### src/hw/legacy_smi_pkg.sv
package legacy_smi_pkg;

   localparam logic [7:0]  LEGACY_CTRL_OFFSET = 8'hc0;
   localparam logic [15:0] LEGACY_CTRL_RESET  = 16'h2000;
   localparam logic [15:0] LEGACY_CTRL_ZERO   = 16'h0000;

   // field positions
   localparam int END_PASSTHRU_FLAG_POS  = 15;
   localparam int RESERVED_POS           = 14;
   localparam int PCI_IRQ_GATE_POS       = 13;
   localparam int USB_IRQ_FLAG_POS       = 12;
   localparam int PORT64_WR_FLAG_POS     = 11;
   localparam int PORT64_RD_FLAG_POS     = 10;
   localparam int PORT60_WR_FLAG_POS     = 9;
   localparam int PORT60_RD_FLAG_POS     = 8;
   localparam int END_PASSTHRU_SMI_EN_POS = 7;
   localparam int PASSTHRU_STATE_POS     = 6;
   localparam int GATE_PASSTHRU_EN_POS   = 5;
   localparam int USB_IRQ_SMI_EN_POS     = 4;
   localparam int PORT64_WR_EN_POS       = 3;
   localparam int PORT64_RD_EN_POS       = 2;
   localparam int PORT60_WR_EN_POS       = 1;
   localparam int PORT60_RD_EN_POS       = 0;

   // write-one-to-clear flags and the enable each pairs with
   localparam int STICKY_COUNT = 5;
   localparam int STICKY_FLAG_POS [STICKY_COUNT] = '{15, 11, 10, 9, 8};
   localparam int STICKY_EN_POS   [STICKY_COUNT] = '{7, 3, 2, 1, 0};

   // lower byte bits that software may write as plain storage
   localparam logic [7:0] LOW_BYTE_RW_MASK = 8'hbf;

   typedef struct packed {
      logic       wr_en;
      logic       rd_en;
      logic [7:0] addr;
      logic [1:0] byte_en;
      logic [15:0] wdata;
   } cfg_req_t;

   // one-cycle event pulses, order matches STICKY_FLAG_POS
   typedef struct packed {
      logic end_passthru;
      logic port64_write;
      logic port64_read;
      logic port60_write;
      logic port60_read;
   } trap_events_t;

endpackage

### src/hw/usb_legacy_smi_status_control.sv
`timescale 1ns/10ps
module usb_legacy_smi_status_control (
   input  wire logic                           ref_clk_in,
   input  wire logic                           resetn_in,
   input  wire logic                           ce_in,
   input  wire legacy_smi_pkg::cfg_req_t       cfg_req_in,
   input  wire legacy_smi_pkg::trap_events_t   trap_events_in,
   input  wire logic                           usb_irq_pending_in,
   input  wire logic                           passthru_active_in,
   output logic [15:0]                         cfg_rdata_out,
   output logic                                cfg_rd_valid_out,
   output logic                                system_mgmt_irq_n_out,
   output logic                                pci_irq_out
);
   import legacy_smi_pkg::*;

   // sticky flags and their enables
   logic [STICKY_COUNT-1:0] sticky_set;
   logic [STICKY_COUNT-1:0] sticky_clear;
   logic [STICKY_COUNT-1:0] sticky_flag;
   logic [STICKY_COUNT-1:0] sticky_en;
   logic [STICKY_COUNT-1:0] sticky_cause;

   // stored control state
   logic [7:0]              low_ctrl_q;
   logic [7:0]              low_ctrl_d;
   logic                    pci_irq_gate_enable_q;
   logic                    pci_irq_gate_enable_d;
   logic                    usb_irq_smi_flag_q;
   logic                    usb_irq_smi_flag_d;

   // bus decode
   logic                    reg_hit;
   logic                    low_wr;
   logic                    high_wr;

   // read path
   logic [7:0]              ctrl_view;
   logic [15:0]             reg_view;
   logic [15:0]             cfg_rdata_d;
   logic                    cfg_rd_valid_d;

   // interrupt outputs
   logic                    usb_cause;
   logic                    smi_cause;
   logic                    smi_suppress;
   logic                    system_mgmt_irq_n_d;
   logic                    pci_irq_d;

   function automatic logic addr_hits(input logic [7:0] addr);
      addr_hits = (addr == LEGACY_CTRL_OFFSET);
   endfunction

   // a write lands on one byte lane of this register
   function automatic logic lane_write(input cfg_req_t req, input logic lane_en);
      lane_write = req.wr_en & addr_hits(req.addr) & lane_en;
   endfunction

   // index i pairs with STICKY_FLAG_POS[i], so end of pass-through is index 0
   function automatic logic [STICKY_COUNT-1:0] event_vector(input trap_events_t ev);
      event_vector = {ev.port60_read,
                      ev.port60_write,
                      ev.port64_read,
                      ev.port64_write,
                      ev.end_passthru};
   endfunction

   assign reg_hit    = addr_hits(cfg_req_in.addr);
   assign low_wr     = lane_write(cfg_req_in, cfg_req_in.byte_en[0]);
   assign high_wr    = lane_write(cfg_req_in, cfg_req_in.byte_en[1]);
   assign sticky_set = event_vector(trap_events_in);

   // one sticky flag per trapped event
   genvar gi;
   generate
      for (gi = 0; gi < STICKY_COUNT; gi = gi + 1) begin : g_sticky
         localparam int FPOS = STICKY_FLAG_POS[gi];
         localparam int EPOS = STICKY_EN_POS[gi];
         // flags sit in the upper byte, cleared through its lane only
         assign sticky_clear[gi] = (FPOS >= PORT60_RD_FLAG_POS) &&
                                   high_wr && cfg_req_in.wdata[FPOS];
         assign sticky_en[gi]    = low_ctrl_q[EPOS];
         assign sticky_cause[gi] = sticky_flag[gi] & sticky_en[gi];
         sticky_event_flag u_flag (
            .ref_clk_in (ref_clk_in),
            .resetn_in  (resetn_in),
            .ce_in      (ce_in),
            .set_in     (sticky_set[gi]),
            .clear_in   (sticky_clear[gi]),
            .flag_out   (sticky_flag[gi])
         );
      end
   endgenerate

   // enables and pass-through control in the low byte
   always_comb begin
      low_ctrl_d = low_ctrl_q;
      if (low_wr) begin
         // bit 6 is a live status view, never stored
         low_ctrl_d = cfg_req_in.wdata[7:0] & LOW_BYTE_RW_MASK;
      end
   end

   always_ff @(posedge ref_clk_in or negedge resetn_in) begin
      if (!resetn_in) begin
         low_ctrl_q <= LEGACY_CTRL_RESET[7:0];
      end else if (ce_in) begin
         low_ctrl_q <= low_ctrl_d;
      end
   end

   always_comb begin
      pci_irq_gate_enable_d = pci_irq_gate_enable_q;
      if (high_wr) begin
         pci_irq_gate_enable_d = cfg_req_in.wdata[PCI_IRQ_GATE_POS];
      end
   end

   always_ff @(posedge ref_clk_in or negedge resetn_in) begin
      if (!resetn_in) begin
         pci_irq_gate_enable_q <= LEGACY_CTRL_RESET[PCI_IRQ_GATE_POS];
      end else if (ce_in) begin
         pci_irq_gate_enable_q <= pci_irq_gate_enable_d;
      end
   end

   // mirrors the pending usb interrupt, writes never touch it
   assign usb_irq_smi_flag_d = usb_irq_pending_in;

   always_ff @(posedge ref_clk_in or negedge resetn_in) begin
      if (!resetn_in) begin
         usb_irq_smi_flag_q <= 1'b0;
      end else if (ce_in) begin
         usb_irq_smi_flag_q <= usb_irq_smi_flag_d;
      end
   end

   // lower byte: stored enables plus the live pass-through state
   always_comb begin
      ctrl_view                     = low_ctrl_q;
      ctrl_view[PASSTHRU_STATE_POS] = passthru_active_in;
   end

   // assembled register as software reads it
   always_comb begin
      reg_view                     = LEGACY_CTRL_ZERO;
      reg_view[7:0]                = ctrl_view;
      reg_view[RESERVED_POS]       = 1'b0;
      reg_view[PCI_IRQ_GATE_POS]   = pci_irq_gate_enable_q;
      reg_view[USB_IRQ_FLAG_POS]   = usb_irq_smi_flag_q;
      for (int i = 0; i < STICKY_COUNT; i++) begin
         reg_view[STICKY_FLAG_POS[i]] = sticky_flag[i];
      end
   end

   // unmapped addresses still answer, with zero
   always_comb begin
      cfg_rd_valid_d = cfg_req_in.rd_en;
      cfg_rdata_d    = cfg_rdata_out;
      if (cfg_req_in.rd_en) begin
         cfg_rdata_d = reg_hit ? reg_view : LEGACY_CTRL_ZERO;
      end
   end

   // read data holds until the next read
   always_ff @(posedge ref_clk_in or negedge resetn_in) begin
      if (!resetn_in) begin
         cfg_rdata_out <= LEGACY_CTRL_ZERO;
      end else if (ce_in) begin
         cfg_rdata_out <= cfg_rdata_d;
      end
   end

   // valid pulses for one cycle per read
   always_ff @(posedge ref_clk_in or negedge resetn_in) begin
      if (!resetn_in) begin
         cfg_rd_valid_out <= 1'b0;
      end else if (ce_in) begin
         cfg_rd_valid_out <= cfg_rd_valid_d;
      end
   end

   // any enabled cause raises smi while the gate pass-through enable is clear
   assign usb_cause    = usb_irq_smi_flag_q & low_ctrl_q[USB_IRQ_SMI_EN_POS];
   assign smi_cause    = (|sticky_cause) | usb_cause;
   // the gate pass-through enable silences smi, the live pass-through state does not
   assign smi_suppress = low_ctrl_q[GATE_PASSTHRU_EN_POS];
   assign system_mgmt_irq_n_d = ~(smi_cause & ~smi_suppress);

   always_ff @(posedge ref_clk_in or negedge resetn_in) begin
      if (!resetn_in) begin
         system_mgmt_irq_n_out <= 1'b1;
      end else if (ce_in) begin
         system_mgmt_irq_n_out <= system_mgmt_irq_n_d;
      end
   end

   // pci interrupt gated by its enable, smi path is separate
   assign pci_irq_d = usb_irq_pending_in & pci_irq_gate_enable_q;

   always_ff @(posedge ref_clk_in or negedge resetn_in) begin
      if (!resetn_in) begin
         pci_irq_out <= 1'b0;
      end else if (ce_in) begin
         pci_irq_out <= pci_irq_d;
      end
   end

endmodule // usb_legacy_smi_status_control

### src/hw/sticky_event_flag.sv
`timescale 1ns/10ps
module sticky_event_flag (
   input  wire logic ref_clk_in,
   input  wire logic resetn_in,
   input  wire logic ce_in,
   input  wire logic set_in,
   input  wire logic clear_in,
   output logic      flag_out
);
   always_ff @(posedge ref_clk_in or negedge resetn_in) begin
      if (!resetn_in) begin
         flag_out <= 1'b0;
      end else if (ce_in) begin
         // set wins over a clear in the same cycle
         if (set_in) begin
            flag_out <= 1'b1;
         end else if (clear_in) begin
            flag_out <= 1'b0;
         end
      end
   end
endmodule // sticky_event_flag

### config.mk
export PLATFORM = sky130hd
export DESIGN_NAME = usb_legacy_smi_status_control
export DESIGN_NICKNAME = d
export VERILOG_FILES = /design/src/hw/legacy_smi_pkg.sv /design/src/hw/usb_legacy_smi_status_control.sv /design/src/hw/sticky_event_flag.sv
export SDC_FILE = /design/constraint.sdc
export NUM_CORES = 1
export LEC_CHECK = 0
export BUFFER_PORTS_ARGS = -buffer_cell sky130_fd_sc_hd__buf_2
export CAP_MARGIN = 10
export CORE_ASPECT_RATIO = 0.9
export CORE_MARGIN = 5
export CORE_UTILIZATION = 35
export CTS_CLUSTER_SIZE = 25
export DETAILED_ROUTE_END_ITERATION = 10
export HOLD_SLACK_MARGIN = 0.02
export PLACE_DENSITY = 0.71
export SETUP_SLACK_MARGIN = 0.02
export SLEW_MARGIN = 20
export SYNTH_ARGS = -nofsm -noshare
export SYNTH_HDL_FRONTEND = slang
export SYNTH_HIERARCHICAL = 1
export SYNTH_SLANG_ARGS = --single-unit
### constraint.sdc
create_clock -name ref_clk_in -period 2.5 [get_ports ref_clk_in]
set_input_delay 0.5 -clock ref_clk_in [delete_from_list [all_inputs] [get_ports ref_clk_in]]
set_output_delay 0.5 -clock ref_clk_in [all_outputs]
set_load 0.005 [all_outputs]
==> results of run 1 <==
-- power by group through the flow --
stage / sequential, mW / combinational, mW / clock, mW
finish: 0.531 / 0.0699 / 0.360
global placement: 0.540 / 0.0697 / 0
global route: 0.532 / 0.0790 / 0.391
CTS: 0.531 / 0.0716 / 0.371
detailed placement: 0.541 / 0.0715 / 0
floorplan: 0.540 / 0.0242 / 0
-- worst max-delay path by stage --
stage / startpoint / endpoint / depth (start not counted)
3_5_place_dp: cfg_req_in[19] / g_sticky[0].u_flag/flag_out / 6
2_1_floorplan: cfg_req_in[19] / g_sticky[0].u_flag/flag_out / 5
6_report: cfg_req_in[19] / g_sticky[0].u_flag/flag_out / 6
3_3_place_gp: cfg_req_in[19] / g_sticky[2].u_flag/flag_out / 6
5_1_grt: cfg_req_in[19] / cfg_rdata_out[4] / 4
4_1_cts: cfg_req_in[19] / g_sticky[0].u_flag/flag_out / 6
-- cell families after synthesis --
family	after synthesis	share of synthesized area [%]
compound gates	27	11.81
buf+inv	8	2.906
other cells	1	0.2722
flops	32	58.31
simple gates	52	19.35
mux	9	7.357
-- registers in the layout, indices dropped and copies added, names as in the netlist --
register and count:
pci_irq_out 1, cfg_rd_valid_out 1, g_sticky.u_flag/flag_out 5, usb_irq_smi_flag_q 1
system_mgmt_irq_n_out 1, cfg_rdata_out 15, low_ctrl_q 7, pci_irq_gate_enable_q 1
-- layout by cell type, fill, tap and decap left out, drive strengths merged --
cell / instances
a31oi: 1
a22oi: 3
clkbuf: 6
nor4: 1
dfstp: 2
inv: 2
and4bb: 1
and4: 5
dfrtp: 30
buf: 52
nand3: 3
nand2: 37
and3: 2
nor2: 1
a22o: 5
and2: 2
o21ai: 17
clkinv: 1
conb: 1
mux2: 9
a21oi: 1
-- layout make-up --
type	instances	area (um^2)	share of cell area, %
repair buffers	52	260.3	14.95
well taps	46	57.56	3.307
multi-input cells	89	534.3	30.70
clock inverters	1	5.005	0.2876
clock buffers	6	72.57	4.170
inverters	2	7.507	0.4313
flip-flops and latches	32	803.3	46.15
-- worst max-delay path: cells and delay by family --
family	cells	cell delay [ns]
buffers and inverters	1	0.11
AO/OA/AOI/OAI	1	0.18
AND/OR/NAND/NOR	4	0.83
-- through the flow --
| step | instance area [um^2] | power [mW] |
|---|---|---|
| floorplan | 1378 | 0.5639 |
| global placement | 1663 | 0.6100 |
| detailed placement | 1663 | 0.6121 |
| CTS | 1740 | 0.9742 |
| global route | 1740 | 1.002 |
| finish | 1740 | 0.9613 |
-- layer usage --
metal  up-vias  part of all wire [%]  global-route usage [%]
li1        555                     -                       -
met1       508                    46                   17.31
met2        48                    42                   18.06
met3         6                   8.8                   4.416
met4         0                   2.8                   8.155
met5         -                     0                       0
==> flow_metrics.env, run 1 <==
export IMPL_n_fill_cell=378
export IMPL_path_max_fanout=5
export IMPL_synthTopCellsByArea="dfrtp_1 (54%), nand2_1 (10%), mux2_2 (7.4%), o21ai_0 (6.2%), dfstp_2 (3.8%)"
export IMPL_synth_area_um2=1378
export IMPL_synth_top_cell_area_share_pct=54.50
export IMPL_fmax_mhz=686.8
export IMPL_num_rows=21
export IMPL_layout_drive_gt1_share_pct=40.11
export IMPL_clkLatencyLatePin_ns=0.28
export IMPL_clock_path_buffers=2
export IMPL_hold_path_class="in2async"
export IMPL_root_buffer="clkbuf_8"
export IMPL_p_int_uw=745.3
export IMPL_drt_iter0_drc=72
export IMPL_antenna_found_initial=0
export IMPL_r2r_end="system_mgmt_irq_n_out"
export IMPL_vias=1117
export IMPL_rrSetupSlack_ns=1.54
export IMPL_hold_viol=0
export IMPL_synth_flop_cell="dfrtp_1"
export IMPL_viasPerCell=4.899
export IMPL_relSlewSlack_pct=54.17
export IMPL_async_flop_share_pct=100.0
export IMPL_die_h_um=69.52
export IMPL_clkPwrFrac_pct=37.5
export IMPL_p_seq_share_pct=55.3
export IMPL_synth_nets=167
export IMPL_dp_hpwl_um=2386
export IMPL_synth_area_per_cell_um2=10.68
export IMPL_synth_common_cells="nand2_1 (37), dfrtp_1 (30), o21ai_0 (17), mux2_2 (9)"
export IMPL_postCtsSetupBuffers=0
export IMPL_endpoint_kind="flop"
export IMPL_ys_ff_latch=32
export IMPL_synth_cells=129
export IMPL_p_sw_share_pct=22.47
export IMPL_worstPathArrival_ns=1.63
export IMPL_cpPeakStageDelay_ns=0.34
export IMPL_die_w_um=76.13
export IMPL_grt_use_total_pct=13.05
export IMPL_pin_count=57
export IMPL_fin_setup_tns_ns=0
export IMPL_cts_max_level=2
export IMPL_critical_path_cell_chain="buf_2 -> nor4_4 -> and2_2 -> and4_1 -> nand2_1 -> a22o_1"
export IMPL_drt_total_wl_um=3229
export IMPL_worst_setup_path_type="in2reg"
export IMPL_core_um2=3757
export IMPL_cap_violations=0
export IMPL_layoutNonFillerInstCount=228
export IMPL_port_buffers=52
export IMPL_yosysMostFrequentCell="nand2_1"
export IMPL_rsz0062_at_grt="no"
export IMPL_grt_pass1_wl_um=5430
export IMPL_fin_skew_ns=0.004477
export IMPL_whs_ns=0.2654
export IMPL_utilization_pct=46.32
export IMPL_cts_resized=0
export IMPL_synth_top_area_cell="dfrtp_1"
export IMPL_synth_distinct_cells=24
export IMPL_reg2reg_depth=3
export IMPL_worst_path_max_delay_cell="nor4_4"
export IMPL_total_leakage_power_nw=0.8719
export IMPL_powerDensity_nw_per_um2=552.4
export IMPL_dp_slack_ns=0.7403
export IMPL_synth_seq_area_share_pct=58.31
export IMPL_status="finished, final reports clean"
export IMPL_gr_total_overflow=0
export IMPL_area_growth_pct=26.34
export IMPL_switching_power_uw=216.0
export IMPL_crit_required_ns=2.67
export IMPL_fin_ws_ns=1.044
export IMPL_grt_max_degree=33
export IMPL_drcViolationCount=0
export IMPL_antennaDiodeCount=0
export IMPL_dieArea_um2=5292
export IMPL_dr_pass1_iters=4
export IMPL_clk_pin_slew_worst_paths_ns=0.06
export IMPL_period_share_pct=58.24
export IMPL_grt_pass1_vias=1081
export IMPL_setup_viol=0
export IMPL_drt_antenna_violating_nets=0
export IMPL_initial_utilization_pct=36.66
export IMPL_globalplace_congestion=0.7623
export IMPL_wl_per_cell_um=14.16
export IMPL_r2r_start="low_ctrl_q[1]"
export IMPL_cts_made_buffers=5
export IMPL_worstSetupStartpointType="input pin"
export IMPL_tritoncts="yes"
export IMPL_dp_cells=221
export IMPL_ys_warn_count=6
export IMPL_fin_nets=220
export IMPL_clock_sinks=32
export IMPL_postCtsHoldBufs=0
export IMPL_tightest_slew_ns=0.6875
export IMPL_drv_slew=0
export IMPL_pwr_share_comb_pct=7.3
export IMPL_fin_crit_ns=1.456
export IMPL_max_vdd_ir_drop_uv=159.7
export IMPL_synth_edf_count=0
Note: power is estimated with default switching activity, not from simulation.
==> run 2: changes to the inputs <==
clock period = 1.4 ns   (was 2.5 ns; I/O delays follow)
==> flow_metrics.env, run 2 (synthesis gave the netlist of run 1 again) <==
export IMPL_status="finished, final reports clean"
export IMPL_grt_max_degree=33
export IMPL_hold_path_class="in2reg"
export IMPL_drcViolationCount=0
export IMPL_clock_path_buffers=2
export IMPL_clock_sinks=32
export IMPL_critical_path_cell_chain="buf_2 -> nor4_4 -> and2_2 -> and4_1 -> nand2_1 -> a22o_1"
export IMPL_dp_slack_ns=-0.07703
export IMPL_grt_pass1_wl_um=5609
export IMPL_cts_made_buffers=5
export IMPL_antennaDiodeCount=0
export IMPL_area_growth_pct=33.24
export IMPL_cts_max_level=2
export IMPL_largest_reg_flops=15
export IMPL_layout_commonest_cell="buf_2"
export IMPL_postCtsSetupBuffers=0
export IMPL_worstPathArrival_ns=1.35
export IMPL_fin_nets=232
export IMPL_fin_crit_ns=1.194
export IMPL_p_sw_share_pct=21.34
export IMPL_root_buffer="clkbuf_8"
export IMPL_drt_total_wl_um=3268
export IMPL_drt_iter0_drc=63
export IMPL_dieArea_um2=5292
export IMPL_cap_violations=0
export IMPL_initial_utilization_pct=36.66
export IMPL_core_um2=3757
export IMPL_tritoncts="yes"
export IMPL_globalplace_congestion=0.7824
export IMPL_total_leakage_power_nw=0.9272
export IMPL_die_w_um=76.13
export IMPL_powerDensity_nw_per_um2=943.8
export IMPL_viasPerCell=4.859
export IMPL_vias=1171
export IMPL_num_rows=21
export IMPL_pin_count=57
export IMPL_gr_total_overflow=0
export IMPL_port_buffers=52
export IMPL_wl_per_cell_um=13.56
export IMPL_switching_power_uw=369.6
export IMPL_cp_top_family="simple AND/OR/NAND/NOR gates"
export IMPL_postCtsHoldBufs=1
export IMPL_regMostFlops="cfg_rdata_out"
export IMPL_grt_pass1_vias=1229
export IMPL_p_seq_share_pct=54.8
export IMPL_layout_drive_gt1_share_pct=42.56
export IMPL_drv_slew=0
export IMPL_fmax_mhz=837.2
export IMPL_fin_ws_ns=0.2055
export IMPL_cpPeakStageDelay_ns=0.32
export IMPL_setup_viol=0
export IMPL_final_cell_mix="buf_2 (52), nand2_1 (37), dfrtp_1 (30)"
export IMPL_endpoint_kind="flop"
export IMPL_path_max_fanout=5
export IMPL_clk_pin_slew_worst_paths_ns=0.05
export IMPL_hold_viol=0
export IMPL_cts_resized=0
export IMPL_clkLatencyLatePin_ns=0.27
export IMPL_grt_use_total_pct=13.04
export IMPL_worst_path_max_delay_cell="nor4_4"
export IMPL_antenna_found_initial=0
export IMPL_die_h_um=69.52
export IMPL_dr_pass1_iters=4
export IMPL_path_buf_inv=1
export IMPL_clkPwrFrac_pct=36.9
export IMPL_max_vdd_ir_drop_uv=335.1
export IMPL_p_int_mw=1.363
export IMPL_fin_skew_ns=0.005445
export IMPL_worst_setup_path_type="in2reg"
export IMPL_pwr_share_comb_pct=8.3
export IMPL_reg_top3="cfg_rdata_out x15, low_ctrl_q x7, g_sticky.u_flag/flag_out x5"
export IMPL_worstSetupStartpointType="input pin"
export IMPL_period_share_pct=85.32
export IMPL_finalPower_mw=1.732
export IMPL_crit_required_ns=1.55
export IMPL_dp_hpwl_um=2572
export IMPL_drt_antenna_violating_nets=0
export IMPL_rsz0062_at_grt="no"
-- run 2: cell types whose count changed in the layout (fill, tap and decap cells not counted) --
cell / previous run / this run
buf_4: 0 / 11
clkbuf_1: 1 / 3
clkinv_2: 1 / 0
dlygate4sd3_1: 0 / 1
-- run 2: worst register-to-register path: stages (launching register included) --
cell	delay [ns]
dfrtp_1	0.40
a22oi_1	0.22
a31oi_1	0.11
a21oi_1	0.15
-- run 2: metal layers --
layer  routed length (um)  GRT usage [%]  vias up
li1                     -              -      580
met1                 1537          17.13      539
met2                 1393          19.20       45
met3                  268          4.675        7
met4                   69          5.825        0
met5                    0              0        -
-- run 2: final cells by class --
type	instances	area (um^2)
fillers	362	1922
flip-flops and latches	32	803.3
well taps	46	57.56
repair buffers	64	352.8
clock buffers	8	80.08
multi-input cells	89	534.3
inverters	2	7.507
-- run 2: final timing paths --
kind                                          endpoint               from  slack, ns  depth (start not counted)
min in group asynchronous            cfg_rdata_out[13]          resetn_in       0.54                          3
setup reg to reg                 system_mgmt_irq_n_out      low_ctrl_q[1]       0.45                          3
setup / recovery           g_sticky[0].u_flag/flag_out     cfg_req_in[19]       0.21                          6
hold reg to reg                       cfg_rdata_out[5]   cfg_rdata_out[5]       0.47                          2
max in group asynchronous        system_mgmt_irq_n_out          resetn_in       0.52                          3
hold / removal             g_sticky[3].u_flag/flag_out  trap_events_in[1]       0.23                          2
-- run 2: through the flow --
step / std cells / hold WS (ns) / setup TNS (ns) / cell area [um^2] / util (%)
2_1_floorplan: 129 / -0.01559 / 0 / 1378 / -
3_3_place_gp: 232 / 0.3151 / -0.2839 / 1745 / 46.45
3_5_place_dp: 232 / 0.3146 / -0.4378 / 1745 / 46.45
4_1_cts: 241 / 0.2219 / 0 / 1836 / 48.85
5_1_grt: 241 / 0.2290 / 0 / 1836 / 48.85
6_report: 241 / 0.2332 / 0 / 1836 / 48.85
-- run 2: power by group through the flow --
stage	Clock, mW	Combinational [mW]	Sequential, mW
floorplan	0	0.0433	0.964
global placement	0	0.143	0.965
detailed placement	0	0.145	0.965
CTS	0.671	0.147	0.948
global route	0.702	0.162	0.950
finish	0.639	0.144	0.949
